`src/mscp_pkg.sv`:
```
package mscp_pkg;
	localparam int MSCP_CFG_W = 16;
	localparam int MSCP_ID_W = 32;
	localparam int MSCP_MUX_W = 3;
	localparam logic [31:0] MSCP_ID_VALUE = 32'h00A5_5A01;
	localparam logic [15:0] MSCP_CFG_RESET = 16'h0000;
	localparam logic [2:0] MSCP_MUX_RESET = 3'h0;
	localparam int MSCP_SYNC_STAGES = 3;
	localparam int MSCP_LINK_PERIOD_NS = 48;
	localparam int MSCP_CLK_PERIOD_NS = 4;
	localparam int MSCP_MIN_LINK_CYCLES = MSCP_LINK_PERIOD_NS / MSCP_CLK_PERIOD_NS;
	localparam logic MSCP_FLAG_DATA = 1'b0;
	localparam logic MSCP_FLAG_ADDR = 1'b1;
	localparam logic MSCP_ROUTE_MODULE = 1'b1;
	localparam logic MSCP_JUMPER_BUS = 1'b1;
	typedef enum logic [1:0] {
		MSCP_IDLE = 2'b00,
		MSCP_ARMED = 2'b01,
		MSCP_ACTIVE = 2'b11
	} mscp_state_t;
endpackage : mscp_pkg

```
`src/mscp_in_sync.sv`:
```
`timescale 1ns/1ps
module mscp_in_sync #(
	parameter logic INIT = 1'b0
) (
	input wire logic clk,
	input wire logic rst_n,
	input wire logic async_in,
	output logic level,
	output logic rise,
	output logic fall
);
	logic [2:0] sh_q;
	logic [2:0] sh_d;
	logic level_q;
	logic level_d;

	// The first stage feeds only the second; agreement of stages two and three commits a change.
	always_comb begin
		sh_d = {sh_q[1:0], async_in};
		level_d = (sh_q[1] == sh_q[2]) ? sh_q[2] : level_q;
	end

	always_ff @(posedge clk or negedge rst_n) begin
		if (!rst_n) begin
			sh_q <= {3{INIT}};
			level_q <= INIT;
		end else begin
			sh_q <= sh_d;
			level_q <= level_d;
		end
	end

	assign level = level_q;
	assign rise = level_d & ~level_q;
	assign fall = ~level_d & level_q;
endmodule : mscp_in_sync

```
`src/mscp_serial_port.sv`:
```
`timescale 1ns/1ps
module mscp_serial_port
	import mscp_pkg::*;
#(
	parameter int CFG_W = mscp_pkg::MSCP_CFG_W,
	parameter int MUX_W = mscp_pkg::MSCP_MUX_W,
	parameter logic [31:0] ID_VALUE = mscp_pkg::MSCP_ID_VALUE
) (
	input wire logic clk,
	input wire logic resetn,
	input wire logic module_select_n,
	input wire logic serial_shift_clock,
	input wire logic serial_in_line,
	input wire logic data_address_flag,
	input wire logic slot_zero_target_n,
	input wire logic scan_advance_clock,
	input wire logic output_route_jumper,
	output logic serial_out_line,
	output logic serial_out_oe,
	output logic [CFG_W-1:0] config_value,
	output logic [MUX_W-1:0] channel_mux_counter,
	output logic module_selected
);
	import mscp_pkg::*;

	// The shift path needs at least two configuration bits; the reset values are cast to width.
	initial begin
		if (CFG_W < 2 || CFG_W > 64) begin
			$error("mscp_serial_port: configuration width out of range");
		end
		if (MUX_W < 1 || MUX_W > 16) begin
			$error("mscp_serial_port: counter width out of range");
		end
	end

	// Reset release is synchronised so every flop reset by rst_n leaves reset on the same edge.
	logic [1:0] rst_sync_q;
	logic [1:0] rst_sync_d;
	logic rst_n;

	always_comb begin
		rst_sync_d = {rst_sync_q[0], 1'b1};
	end

	always_ff @(posedge clk or negedge resetn) begin
		if (!resetn) begin
			rst_sync_q <= 2'b00;
		end else begin
			rst_sync_q <= rst_sync_d;
		end
	end

	// Assertion of reset reaches the logic at once; only its release waits two edges.
	assign rst_n = rst_sync_q[1];

	logic sel_n_lvl;
	logic sclk_lvl;
	logic sclk_rise;
	logic sclk_fall;
	logic sdi_lvl;
	logic flag_lvl;
	logic tgt_lvl;
	logic scan_rise;
	logic jmp_lvl;

	// Each synchroniser but u_tgt and u_jmp starts at the idle level of its pin, so reset release shows no false edge.
	// The jumper is a pin as well and is treated like any other asynchronous input.
	mscp_in_sync #(
		.INIT(1'b1)
	) u_sel (
		.clk(clk),
		.rst_n(rst_n),
		.async_in(module_select_n),
		.level(sel_n_lvl),
		.rise(),
		.fall()
	);

	mscp_in_sync #(
		.INIT(1'b1)
	) u_sclk (
		.clk(clk),
		.rst_n(rst_n),
		.async_in(serial_shift_clock),
		.level(sclk_lvl),
		.rise(sclk_rise),
		.fall(sclk_fall)
	);

	mscp_in_sync #(
		.INIT(1'b0)
	) u_sdi (
		.clk(clk),
		.rst_n(rst_n),
		.async_in(serial_in_line),
		.level(sdi_lvl),
		.rise(),
		.fall()
	);

	mscp_in_sync #(
		.INIT(1'b1)
	) u_flag (
		.clk(clk),
		.rst_n(rst_n),
		.async_in(data_address_flag),
		.level(flag_lvl),
		.rise(),
		.fall()
	);

	mscp_in_sync #(
		.INIT(1'b1)
	) u_tgt (
		.clk(clk),
		.rst_n(rst_n),
		.async_in(slot_zero_target_n),
		.level(tgt_lvl),
		.rise(),
		.fall()
	);

	mscp_in_sync #(
		.INIT(1'b0)
	) u_scan (
		.clk(clk),
		.rst_n(rst_n),
		.async_in(scan_advance_clock),
		.level(),
		.rise(scan_rise),
		.fall()
	);

	mscp_in_sync #(
		.INIT(1'b0)
	) u_jmp (
		.clk(clk),
		.rst_n(rst_n),
		.async_in(output_route_jumper),
		.level(jmp_lvl),
		.rise(),
		.fall()
	);

	// Data, clock and flag all cross through equal-depth synchronisers, so data set up
	// before the falling edge is stable by the time the rising edge is seen.
	mscp_state_t state_q;
	mscp_state_t state_d;
	logic [CFG_W-1:0] cfg_q;
	logic [CFG_W-1:0] cfg_d;
	logic [MSCP_ID_W-1:0] id_q;
	logic [MSCP_ID_W-1:0] id_d;
	logic [5:0] id_cnt_q;
	logic [5:0] id_cnt_d;
	logic sdo_q;
	logic sdo_d;
	logic [MUX_W-1:0] mux_q;
	logic [MUX_W-1:0] mux_d;
	logic sel_active;
	logic shift_ok;

	// Select only counts while the target line routes data to modules.
	assign sel_active = ~sel_n_lvl & (tgt_lvl == MSCP_ROUTE_MODULE);

	always_comb begin
		state_d = state_q;
		unique case (state_q)
			MSCP_IDLE: begin
				// Shifting waits for a selection seen with the clock high.
				if (sel_active && sclk_lvl) begin
					state_d = MSCP_ARMED;
				end
			end
			MSCP_ARMED: begin
				// The first falling edge after selection arms the shift; the next rise loads a bit.
				if (!sel_active) begin
					state_d = MSCP_IDLE;
				end else if (sclk_fall) begin
					state_d = MSCP_ACTIVE;
				end
			end
			MSCP_ACTIVE: begin
				// Only deselection leaves this state, so every later clock is a transfer.
				if (!sel_active) begin
					state_d = MSCP_IDLE;
				end
			end
			default: begin
				state_d = MSCP_IDLE;
			end
		endcase
	end

	assign shift_ok = (state_q == MSCP_ACTIVE) && sel_active && sclk_rise;

	always_ff @(posedge clk or negedge rst_n) begin
		if (!rst_n) begin
			state_q <= MSCP_IDLE;
		end else begin
			state_q <= state_d;
		end
	end

	// Once every identification bit has left, the line carries zeros until deselection.
	function automatic logic id_bit_out(input logic [MSCP_ID_W-1:0] word, input logic [5:0] count);
		return (count < 6'(MSCP_ID_W)) ? word[MSCP_ID_W-1] : 1'b0;
	endfunction : id_bit_out

	// A data cycle shifts the configuration register; address cycles leave it alone.
	always_comb begin
		cfg_d = cfg_q;
		if (shift_ok && flag_lvl == MSCP_FLAG_DATA) begin
			cfg_d = {cfg_q[CFG_W-2:0], sdi_lvl};
		end
	end

	always_ff @(posedge clk or negedge rst_n) begin
		if (!rst_n) begin
			cfg_q <= CFG_W'(MSCP_CFG_RESET);
		end else begin
			cfg_q <= cfg_d;
		end
	end

	// The identification word moves on every clock whatever the flag says, so a host
	// that reads with the flag high still sees the readout advance.
	always_comb begin
		id_d = id_q;
		id_cnt_d = id_cnt_q;
		sdo_d = sdo_q;
		if (!sel_active) begin
			// Deselection rearms the readout from its first bit.
			id_d = ID_VALUE;
			id_cnt_d = 6'h00;
			sdo_d = 1'b0;
		end else if (shift_ok) begin
			// A bit leaves on its clock, so the host finds it once the clock is back high.
			id_d = {id_q[MSCP_ID_W-2:0], 1'b0};
			if (id_cnt_q < 6'(MSCP_ID_W)) begin
				id_cnt_d = id_cnt_q + 6'h01;
			end
			sdo_d = id_bit_out(id_q, id_cnt_q);
		end
	end

	always_ff @(posedge clk or negedge rst_n) begin
		if (!rst_n) begin
			id_q <= ID_VALUE;
			id_cnt_q <= 6'h00;
			sdo_q <= 1'b0;
		end else begin
			id_q <= id_d;
			id_cnt_q <= id_cnt_d;
			sdo_q <= sdo_d;
		end
	end

	// Scanning is independent of the serial port, so the counter runs even when deselected.
	always_comb begin
		mux_d = mux_q;
		if (scan_rise) begin
			mux_d = mux_q + MUX_W'(1);
		end
	end

	always_ff @(posedge clk or negedge rst_n) begin
		if (!rst_n) begin
			mux_q <= MUX_W'(MSCP_MUX_RESET);
		end else begin
			mux_q <= mux_d;
		end
	end

	// Drive the bus line only when routed there and addressed, so other modules may share it.
	assign serial_out_line = sdo_q;
	assign serial_out_oe = (jmp_lvl == MSCP_JUMPER_BUS) && sel_active;
	assign config_value = cfg_q;
	assign channel_mux_counter = mux_q;
	assign module_selected = sel_active;
endmodule : mscp_serial_port

```
`config.mk`:
```
export PLATFORM = sky130hd
export DESIGN_NAME = mscp_serial_port
export DESIGN_NICKNAME = d
export VERILOG_FILES = /design/src/mscp_pkg.sv /design/src/mscp_in_sync.sv /design/src/mscp_serial_port.sv
export SDC_FILE = /design/constraint.sdc
export NUM_CORES = 1
export LEC_CHECK = 0
export BUFFER_PORTS_ARGS = -buffer_cell sky130_fd_sc_hd__clkbuf_2
export CELL_PAD_IN_SITES_DETAIL_PLACEMENT = 0
export CELL_PAD_IN_SITES_GLOBAL_PLACEMENT = 1
export CORE_ASPECT_RATIO = 0.6
export CORE_UTILIZATION = 40
export CTS_CLUSTER_DIAMETER = 200
export DETAILED_ROUTE_END_ITERATION = 8
export PLACE_DENSITY_LB_ADDON = 0.1
export RECOVER_POWER = 50
export SYNTH_ARGS = -nofsm -noshare
export SYNTH_HDL_FRONTEND = slang
export SYNTH_HIERARCHICAL = 1
export SYNTH_SLANG_ARGS = --single-unit
```
`constraint.sdc`:
```
create_clock -name clk -period 4.57 [get_ports clk]
set_input_delay 0.2285 -clock clk [delete_from_list [all_inputs] [get_ports clk]]
set_output_delay 0.2285 -clock clk [all_outputs]
set_load 0.02 [all_outputs]
```
# Word-level counts from Yosys, hierarchy flattened
# Index checks and enable logic that the tools add are counted.
[word_totals] ff_bits=90 inputBits=9 output_inout_bits=22 wordCells=70
[op_classes] addsub=2 order_cmp=1 n_eq_ne=14 n_mux=15 bitwise=9 n_reduce_logical=8
[op_table] op="$mux 32" count=2
[op_table] op="$mux 6" count=3
[op_table] op="$mux 2" count=4
[op_table] op="$eq 1x1->1" count=7
[op_table] op="$add 6x1->6 const B" count=1
[op_table] op="$lt 6x6->1 const B" count=1
[op_table] op="$pmux 2 s3" count=1
[op_table] op="$logic_and 1x1->1" count=5
[op_table] op="$mux 1" count=5
[op_table] op="$not 1->1" count=5
[op_table] op="$and 1x1->1" count=4
[op_table] op="$ne 2x1->1 const B" count=2
[op_table] op="$ne 2x2->1 const B" count=2
[op_table] op="$add 3x1->3 const B" count=1
[op_table] op="$ne 3x3->1 const B" count=1
[op_table] op="$reduce_and 3->1" count=1
[op_table] op="$eq 2x1->1 const B" count=1
[op_table] op="$eq 2x2->1 const B" count=1
[op_table] op="$logic_not 2->1" count=1
[op_table] op="$reduce_and 2->1" count=1

# Depth between registers and ports, before layout
# Gate-level depths: netlist of the first run.
[logic_depth] ltp_word=7 mapped_depth=6 ltp_nobuf=4

# By module
# The synthesis of the first run kept the hierarchy.
[by_module_without_submodules] module="mscp_serial_port" n_inst=1 cells_per_inst=166 area_each_um2=2438.6 seq_area_each_um2=1562.7
[by_module_without_submodules] module="mscp_in_sync (u_flag ...)" n_inst=4 cells_per_inst=7 area_each_um2=133.9 seq_area_each_um2=105.1
[by_module_without_submodules] module="mscp_in_sync (u_jmp ...)" n_inst=3 cells_per_inst=7 area_each_um2=128.9 seq_area_each_um2=100.1

# Worst setup path after synthesis of the first run
# Ideal clock, no wire load.
[synth_path] path_type="register to register" startpoint="reg u_sclk.sh_q[1]" endpoint="reg cfg_q[10], in the netlist config_value[10]" setup_ns=0.125 arrival_time_ns=1.633 required_ns=4.445 path_slack_ns=2.812 path_stages_with_launch=6 path_buffers=1 synth_period_minus_slack_ns=1.758 path_cell_list="dfstp_2 -> and3b_2 -> nand3_4 -> nor3_4 -> buf_12 -> mux2_4"
[synth_between] elab_chain_len=5
[synth_rtl] element="start, declared" line="mscp_in_sync.sv:12" text="logic [2:0] sh_q;"
[synth_rtl] element="start signal, assigned" line="mscp_in_sync.sv:25" text="sh_q <= {3{INIT}};"
[synth_rtl] element="$eq 1x1->1" line="mscp_in_sync.sv:20" text="level_d = (sh_q[1] == sh_q[2]) ? sh_q[2] : level_q;"
[synth_rtl] element="$mux 1" line="mscp_in_sync.sv:20"
[synth_rtl] element="$and 1x1->1" line="mscp_in_sync.sv:34" text="assign rise = level_d & ~level_q;"
[synth_rtl] element="via sclk_rise" line="mscp_serial_port.sv:58" text="logic sclk_rise;"
[synth_rtl] element="$logic_and 1x1->1" line="mscp_serial_port.sv:194" text="assign shift_ok = (state_q == MSCP_ACTIVE) && sel_active && sclk_rise;"
[synth_rtl] element="$logic_and 1x1->1" line="mscp_serial_port.sv:212" text="if (shift_ok && flag_lvl == MSCP_FLAG_DATA) begin"
[synth_rtl] element="end signal, assigned" line="mscp_serial_port.sv:219" text="cfg_q <= CFG_W'(MSCP_CFG_RESET);"
[synth_rtl] element="end signal, assigned" line="mscp_serial_port.sv:221" text="cfg_q <= cfg_d;"
[synth_rtl] element="end, declared" line="mscp_serial_port.sv:149" text="logic [CFG_W-1:0] cfg_q;"
# The timed path passes the listed nets, and every way through them passes these cells.
# A chain may end at the register's enable or synchronous reset.

==> results of run 1 <==
worst min path at each step:
stage | startpoint | end | slack [ns] | cells after the start
after floorplan | resetn | rst_sync_q[0]$_DFF_PN0_ | -0.07 | 0
after global placement | resetn | rst_sync_q[0]$_DFF_PN0_ | 0.01 | 1
after detailed placement | resetn | rst_sync_q[0]$_DFF_PN0_ | 0.02 | 1
after CTS | resetn | rst_sync_q[1]$_DFF_PN0_ | 0.20 | 2
after global routing | resetn | rst_sync_q[0]$_DFF_PN0_ | 0.21 | 2
final | resetn | rst_sync_q[1]$_DFF_PN0_ | 0.21 | 2
state kept, by name, indices dropped and copies added, names as in the netlist, 2 cells and up:
name and flops:
u_jmp/sh_q 3, id_q 32, u_sclk/sh_q 3, u_sdi/sh_q 3, id_cnt_q 6, u_flag/sh_q 3, channel_mux_counter 3, rst_sync_q 2
u_sel/sh_q 3, state_q 2, config_value 16, u_scan/sh_q 3, u_tgt/sh_q 3
cells in the final DEF, fill, tap and decap left out, types with 3 or more instances in the layout:
| cell type | n |
|---|---|
| mux2_2 | 7 |
| dfrtp_1 | 65 |
| nor2_1 | 4 |
| clkbuf_2 | 9 |
| a21oi_1 | 4 |
| clkbuf_16 | 9 |
| nand2b_1 | 3 |
| a22o_1 | 23 |
| o31ai_1 | 3 |
| clkbuf_1 | 23 |
| nand3_1 | 3 |
| dlygate4sd3_1 | 8 |
| dfstp_1 | 7 |
| mux2_4 | 10 |
| nand2_1 | 5 |
| o21ai_0 | 3 |
| o22a_1 | 8 |
| maj3_1 | 5 |
| dfstp_2 | 18 |
through the flow:
stage | util | instances | area [sq um]
CTS | 0.497 | 359 | 3920
finish | 0.491 | 359 | 3870
global placement | 0.445 | 335 | 3510
floorplan | - | 204 | 3270
global route | 0.491 | 359 | 3870
detailed placement | 0.445 | 335 | 3510
cell type report:
type / instances / area share
Sequential cell: 90 / 0.590
Multi-Input combinational cell: 103 / 0.233
Clock buffer: 12 / 0.0663
Timing Repair Buffer: 39 / 0.0537
Tap cell: 108 / 0.0349
Clock inverter: 4 / 0.0191
Inverter: 3 / 0.00291
power by group:
part           switching, mW  internal (mW)  total (mW)  leakage, nW
Sequential            0.0259          0.834       0.860         1.13
Clock                  0.282          0.509       0.790        0.163
Combinational         0.0613         0.0349      0.0962        0.400
Total                  0.369           1.38        1.75         1.69
layer usage:
layer,global-route usage,vias to the layer above
met4,0.0591,0
li1,-,824
met2,0.161,40
met5,0,-
met3,0.0660,8
met1,0.213,875
==> run_results.csv, run 1 <==
group,metric,value,unit
finish,drive_above_1_share,0.271,
clocking,cts_resized,0,
grt,grt_max_degree,60,
critical_path,regToRegStartpoint,"rst_sync_q[1]$_DFF_PN0_",
critical_path,reg2reg_slack,2.16,ns
route,vias,1747,
clocking,clock-root-buffer,"clkbuf_16",
clocking,postCtsSetupRepairBufs,0,
critical_path,path_max_fanout,59,
route,avgRoutedWirePerCell,14.4,um
critical_path,crit_slowest_cell,"clkbuf_2",
route,wl_met2,1890,um
timing,tightestPinTransition,1.38,ns
grt,gr-usage-all-layers,0.139,
clocking,tritoncts,"done",
clocking,numCtsBuffers,9,
logic_synthesis,syn_area,3270,sq um
floorplan,rows,25,
floorplan,die-area,8540,sq um
critical_path,startpoint,"rst_sync_q[1]$_DFF_PN0_",
logic_synthesis,netlist_instances,204,
timing,setup_viol,0,
floorplan,die_x,119,um
clocking,cts_buffer_depth,2,
critical_path,path_class,"reg2async",
power,total_power,1.75,mW
place,io_buffers,30,
floorplan,start_util,0.414,
timing,slew_headroom,0.0820,
timing,holdWs,0.205,ns
place,gp_congestion,0.693,
route,drt_iter0_drc,89,
logic_synthesis,avgSynthCellArea,16.0,sq um
grt,first_global_vias,1707,
route,vias_per_cell,4.87,
critical_path,crit_cells,1,
critical_path,cp-end-kind,"async pin",
clocking,htreeDepth,3,
critical_path,r2r_end,"id_q[13]$_DFFE_PN0P_",
critical_path,path_delay_family,"buffers and inverters",
clocking,cts.sinks,90,
timing,rsz0062_at_grt,"no",
timing,fin_setup_tns,0,ns
clocking,hold_buffers,8,
floorplan,core_area,7880,sq um
power,peakVddDrop,212,uV
critical_path,endpoint,"id_q[13]$_DFFE_PN0P_",
clocking,clock_latency,0.33,ns
place,place_ws,2.36,ns
status,status,"finished, final reports clean",
grt,grt_overflow,0,
route,first_pass_iters,4,
route,wl_met1,2870,um
route,finalWirelength,5170,um
route,dr_wl_met3,325,um
timing,hold_violations,0,
finish,nFillCells,687,
critical_path,cp_data_required_time,4.78,ns
finish,nNetsFinal,257,
floorplan,pin_count,31,
critical_path,ff2ff_path_depth,1,
route,drc,0,
floorplan,die_h,72.0,um
logic_synthesis,syn-num-nets,215,
clocking,clkTransAtPathRegs,0.06,ns
critical_path,crit_chain,"clkbuf_2",
timing,fin_ws,2.16,ns
place,dpl.hpwl,3170,um
finish,seq_area,2280,sq um
finish,syn_to_final_growth,18.5,%
timing,period_share,0.528,
job,drv_cap,0,
critical_path,worstSetupStartpointType,"flop",
finish,multi_input_area,901,sq um
critical_path,cp.arrival,2.62,ns
timing,clock_skew,0.00554,ns
route,ant_nets,0,
critical_path,critPathBufInv,1,
timing,slew_violations,0,
grt,grt_pass1_wl,8890,um
power,powerDensity,451,nW/um^2
timing,fin_crit,2.41,ns
logic_synthesis,yosysWarnings,6,
worst_hold_path,hp-class,"in2async",
finish,n_antenna_cell,0,
power,power.leakage,1.69,nW
grt,antenna_found_initial,0,
critical_path,max_stage_delay,1.17,ns
timing,max_freq,0.415,GHz
route,dr.max_layer_used,"met4",
No activity file was read; power rests on OpenSTA's default activity.
==> inputs of run 2 (changes only) <==
==> constraint.sdc (replaced) <==
create_clock -name clk -period 2 [get_ports clk]
set_input_delay 0.1 -clock clk [delete_from_list [all_inputs] [get_ports clk]]
set_output_delay 0.1 -clock clk [all_outputs]
set_load 0.02 [all_outputs]
==> run_results.csv, run 2 (synthesis results as in run 1) <==
group,metric,value,unit
status,status,"finished, final reports clean",
route,vias,1764,
critical_path,path_class,"reg2reg",
finish,regMostFlops,"id_q",
grt,gr-usage-all-layers,0.141,
critical_path,regToRegStartpoint,"u_sclk/sh_q[1]$_DFF_PN1_",
critical_path,ff2ff_path_depth,5,
floorplan,start_util,0.414,
timing,tightestPinTransition,0.868,ns
grt,first_global_vias,1750,
route,avgRoutedWirePerCell,14.4,um
clocking,postCtsSetupRepairBufs,0,
timing,period_share,0.885,
timing,max_freq,0.565,GHz
grt,grt_max_degree,40,
clocking,numCtsBuffers,9,
route,vias_per_cell,4.82,
finish,n_antenna_cell,0,
place,place_ws,0.249,ns
clocking,clkTransAtPathRegs,0.06,ns
floorplan,die-area,8540,sq um
timing,fin_ws,0.230,ns
timing,clock_skew,0.00553,ns
critical_path,cp-end-kind,"flop",
finish,nNetsFinal,264,
place,io_buffers,30,
route,first_pass_iters,6,
timing,rsz0062_at_grt,"no",
timing,fin_setup_tns,0,ns
power,peakVddDrop,440,uV
critical_path,max_stage_delay,0.57,ns
grt,grt_pass1_wl,9090,um
finish,most-common-layout-cells,"dfrtp_1 (65), clkbuf_2 (29), a22o_1 (23), dfstp_2 (21), mux2_4 (10)",
power,powerDensity,1010,nW/um^2
clocking,clock_latency,0.33,ns
clocking,cts_resized,0,
clocking,htreeDepth,3,
critical_path,cp_data_required_time,2.22,ns
timing,slew_headroom,0.421,
finish,seq_area,2280,sq um
critical_path,worstSetupStartpointType,"flop",
grt,grt_overflow,0,
critical_path,cp.arrival,1.99,ns
critical_path,path_delay_family,"flip-flops",
route,finalWirelength,5280,um
finish,multi_input_area,905,sq um
clocking,tritoncts,"done",
critical_path,crit_slowest_cell,"dfstp_1",
route,drc,0,
place,gp_congestion,0.732,
critical_path,reg2reg_slack,0.23,ns
finish,largest_reg_flops,32,
finish,nFillCells,685,
place,dpl.hpwl,3450,um
clocking,cts_buffer_depth,2,
route,drt_iter0_drc,122,
route,ant_nets,0,
floorplan,die_x,119,um
floorplan,pin_count,31,
clocking,clock-root-buffer,"clkbuf_16",
grt,antenna_found_initial,0,
floorplan,core_area,7880,sq um
clocking,cts.sinks,90,
power,power.leakage,1.79,nW
timing,fin_crit,1.77,ns
floorplan,rows,25,
finish,final_common_cell,"dfrtp_1",
job,drv_cap,0,
timing,slew_violations,0,
finish,syn_to_final_growth,20.9,%
finish,drive_above_1_share,0.376,
timing,setup_viol,0,
critical_path,crit_chain,"and3b_2 -> nand3_4 -> nor3_4 -> buf_12 -> mux2_2",
worst_hold_path,hp-class,"in2async",
floorplan,die_h,72.0,um
critical_path,r2r_end,"config_value[3]$_DFFE_PN0P_",
timing,hold_violations,0,
critical_path,path_max_fanout,16,
critical_path,critPathBufInv,1,
[run 2: cell types whose count changed in the layout (fill, tap and decap cells not counted), sizes merged]
cell and delta:
buf +5, clkinvlp +2, clkbuf -1, clkinv +1
[run 2: what timing repair did]
action                     4_1_cts  5_1_grt
hold buffers                     8        0
setup endpoints to repair        0        0
hold endpoints to repair         9        0
[run 2: layout make-up]
cell class,count,area share
clock buffer,9,0.0571
tap,108,0.0342
inverter,3,0.00285
clock inverter,7,0.0238
sequential,90,0.578
timing repair buffer,46,0.0745
multi-input combinational,103,0.229
[run 2: how the worst max path moves through the flow]
stage | depth (start not counted) | from | slack (ns) | endpoint
floorplan | 5 | u_sclk/sh_q[1]$_DFF_PN1_ | 0.24 | config_value[10]$_DFFE_PN0P_
global placement | 5 | u_sclk/sh_q[1]$_DFF_PN1_ | 0.28 | config_value[0]$_DFFE_PN0P_
detailed placement | 5 | u_sclk/sh_q[1]$_DFF_PN1_ | 0.25 | config_value[4]$_DFFE_PN0P_
CTS | 5 | u_sclk/sh_q[1]$_DFF_PN1_ | 0.24 | config_value[3]$_DFFE_PN0P_
global route | 5 | u_sclk/sh_q[1]$_DFF_PN1_ | 0.14 | config_value[1]$_DFFE_PN0P_
finish | 5 | u_sclk/sh_q[1]$_DFF_PN1_ | 0.23 | config_value[3]$_DFFE_PN0P_
[run 2: power breakdown]
group          internal (mW)  total (mW)  switching [mW]
sequential              1.91        1.96          0.0574
clock                   1.09        1.76           0.673
combinational         0.0978       0.242           0.144
total                   3.10        3.97           0.875
[run 2: through the flow]
stage / std cells / cell area [sq um] / power (mW) / hold WS [ns] / util
5_1_grt: 366 / 3950 / 4.13 / 0.0970 / 0.501
4_1_cts: 366 / 3980 / 4.05 / 0.0710 / 0.505
6_report: 366 / 3950 / 3.97 / 0.0853 / 0.501
2_1_floorplan: 204 / 3270 / 2.15 / -0.196 / -
3_3_place_gp: 342 / 3580 / 2.25 / -0.114 / 0.454
3_5_place_dp: 342 / 3580 / 2.25 / -0.113 / 0.454
[run 2: per-layer routing]
layer	global-route usage	wire, um
met5	0	0
met4	0.0464	34
met3	0.0535	273
met2	0.173	2020
met1	0.220	2960
==> inputs of run 3 (changes only) <==
--- a/config.mk
+++ b/config.mk
@@ -6,10 +6,11 @@
 export NUM_CORES = 1
 export LEC_CHECK = 0
 export BUFFER_PORTS_ARGS = -buffer_cell sky130_fd_sc_hd__clkbuf_2
+export CAP_MARGIN = 0
 export CELL_PAD_IN_SITES_DETAIL_PLACEMENT = 0
 export CELL_PAD_IN_SITES_GLOBAL_PLACEMENT = 1
 export CORE_ASPECT_RATIO = 0.6
-export CORE_UTILIZATION = 40
+export CORE_UTILIZATION = 44
 export CTS_CLUSTER_DIAMETER = 200
 export DETAILED_ROUTE_END_ITERATION = 8
 export PLACE_DENSITY_LB_ADDON = 0.1
==> run_results.csv, run 3 (synthesis results as in run 1) <==
group,metric,value,unit
status,status,"finished, final reports clean",
timing,slew_headroom,0.178,
floorplan,rows,23,
finish,final_core_util,0.567,
grt,grt_max_degree,39,
finish,stdcell_area,3920,sq um
finish,nFillCells,593,
power,powerDensity,1010,nW/um^2
timing,slew_violations,0,
critical_path,regToRegStartpoint,"u_sclk/sh_q[1]$_DFF_PN1_",
timing,tightestPinTransition,1.23,ns
grt,grt_overflow,0,
critical_path,path_class,"reg2out",
clocking,cts.sinks,90,
grt,grt_pass1_wl,9290,um
timing,hold_violations,0,
timing,max_freq,0.542,GHz
critical_path,cp-end-kind,"primary output",
power,peakVddDrop,631,uV
clocking,cts_buffer_depth,2,
finish,largest_reg_flops,32,
timing,fin_crit,1.85,ns
critical_path,worstSetupStartpointType,"flop",
timing,period_share,0.923,
grt,antenna_found_initial,0,
finish,final_common_cell,"dfrtp_1",
job,drv_cap,0,
floorplan,start_util,0.473,
worst_hold_path,hp-class,"in2async",
clocking,tritoncts,"done",
finish,n_antenna_cell,0,
clocking,numCtsBuffers,9,
timing,holdWs,0.0791,ns
place,dpl.cell_count,318,
place,io_buffers,30,
clocking,clock-root-buffer,"clkbuf_16",
route,ant_nets,0,
floorplan,pin_count,31,
place,placed_cell_area,3530,sq um
grt,first_global_vias,1815,
finish,syn_to_final_growth,20.0,%
clocking,clkTransAtPathRegs,0.06,ns
clocking,clock_latency,0.33,ns
finish,nNetsFinal,261,
critical_path,cp.arrival,1.75,ns
route,avgRoutedWirePerCell,15.7,um
route,vias_per_cell,5.27,
floorplan,core_area,6910,sq um
finish,finalNonFillerCells,342,
critical_path,cp_data_required_time,1.90,ns
route,finalWirelength,5360,um
grt,gr-usage-all-layers,0.163,
finish,most-common-layout-cells,"dfrtp_1 (65), clkbuf_2 (28), a22o_1 (23), dfstp_2 (20), mux2_4 (10)",
route,drt_iter0_drc,94,
floorplan,die_x,113,um
critical_path,path_max_fanout,13,
floorplan,die_h,68.7,um
timing,rsz0062_at_grt,"no",
power,power.leakage,1.79,nW
finish,drive_above_1_share,0.365,
critical_path,ff2ff_path_depth,5,
floorplan,die-area,7780,sq um
clocking,htreeDepth,3,
route,first_pass_iters,4,
place,gp_congestion,0.783,
timing,setup_viol,0,
place,dpl.hpwl,3450,um
finish,regMostFlops,"id_q",
finish,multi_input_area,906,sq um
critical_path,startpoint,"u_sel/level$_DFF_PN1_",
finish,seq_area,2280,sq um
route,vias,1804,
timing,clock_skew,0.00582,ns
route,drc,0,
timing,fin_setup_tns,0,ns
## run 3: cell count changes in the layout (fill, tap and decap cells not counted), moves of 2 or more
cell        delta
maj3_1         -2
clkinvlp_4     -2
clkinv_2       -2
clkbuf_8       +4
maj3_2         +2
## run 3: final cells by class
cell class / count / share of cell area
clock buffers: 15 / 0.0735
repair buffers: 43 / 0.0741
clock inverters: 1 / 0.00767
flip-flops and latches: 90 / 0.583
well taps: 87 / 0.0278
inverters: 3 / 0.00287
multi-input cells: 103 / 0.231
## run 3: metrics by stage
step                      worst slack, ns  power [mW]
final                               0.155        3.95
after global placement              0.258        2.22
after CTS                           0.130        4.02
after global routing               0.0492        4.12
after detailed placement            0.229        2.25
after floorplan                     0.242        2.15
## run 3: report_power, final
group | switching (mW) | internal (mW)
logic | 0.143 | 0.0964
registers | 0.0637 | 1.91
clock network | 0.631 | 1.11
total | 0.838 | 3.11
## run 3: path summary, 6_finish.rpt
path	endpoint	slack, ns
worst max register to register	config_value[2]$_DFFE_PN0P_	0.19
min in group clk	u_scan/sh_q[1]$_DFF_PN0_	0.35
max in group asynchronous	id_q[21]$_DFFE_PN1P_	0.51
worst max-delay path	serial_out_oe	0.15
worst min-delay path	rst_sync_q[1]$_DFF_PN0_	0.08
worst min register to register	u_scan/sh_q[1]$_DFF_PN0_	0.35
## run 3: critical path: stages, from the launching register on
cell and delay [ns]:
dfstp_2 0.55, nand2b_4 0.23, clkinv_1 0.25, and2_1 0.24, clkbuf_2 0.15
## run 3: per-layer routing
metal | up-vias | global-route usage | routed length [um]
li1 | 829 | - | -
met3 | 6 | 0.0664 | 296
met4 | 0 | 0.0641 | 55
met1 | 924 | 0.224 | 2710
met5 | - | 0 | 0
met2 | 45 | 0.230 | 2300
## run 3: what timing repair did
item	CTS	global route
hold buffers	8	0
hold endpoints to repair	9	0
setup buffers	0	0
resized for setup	0	0
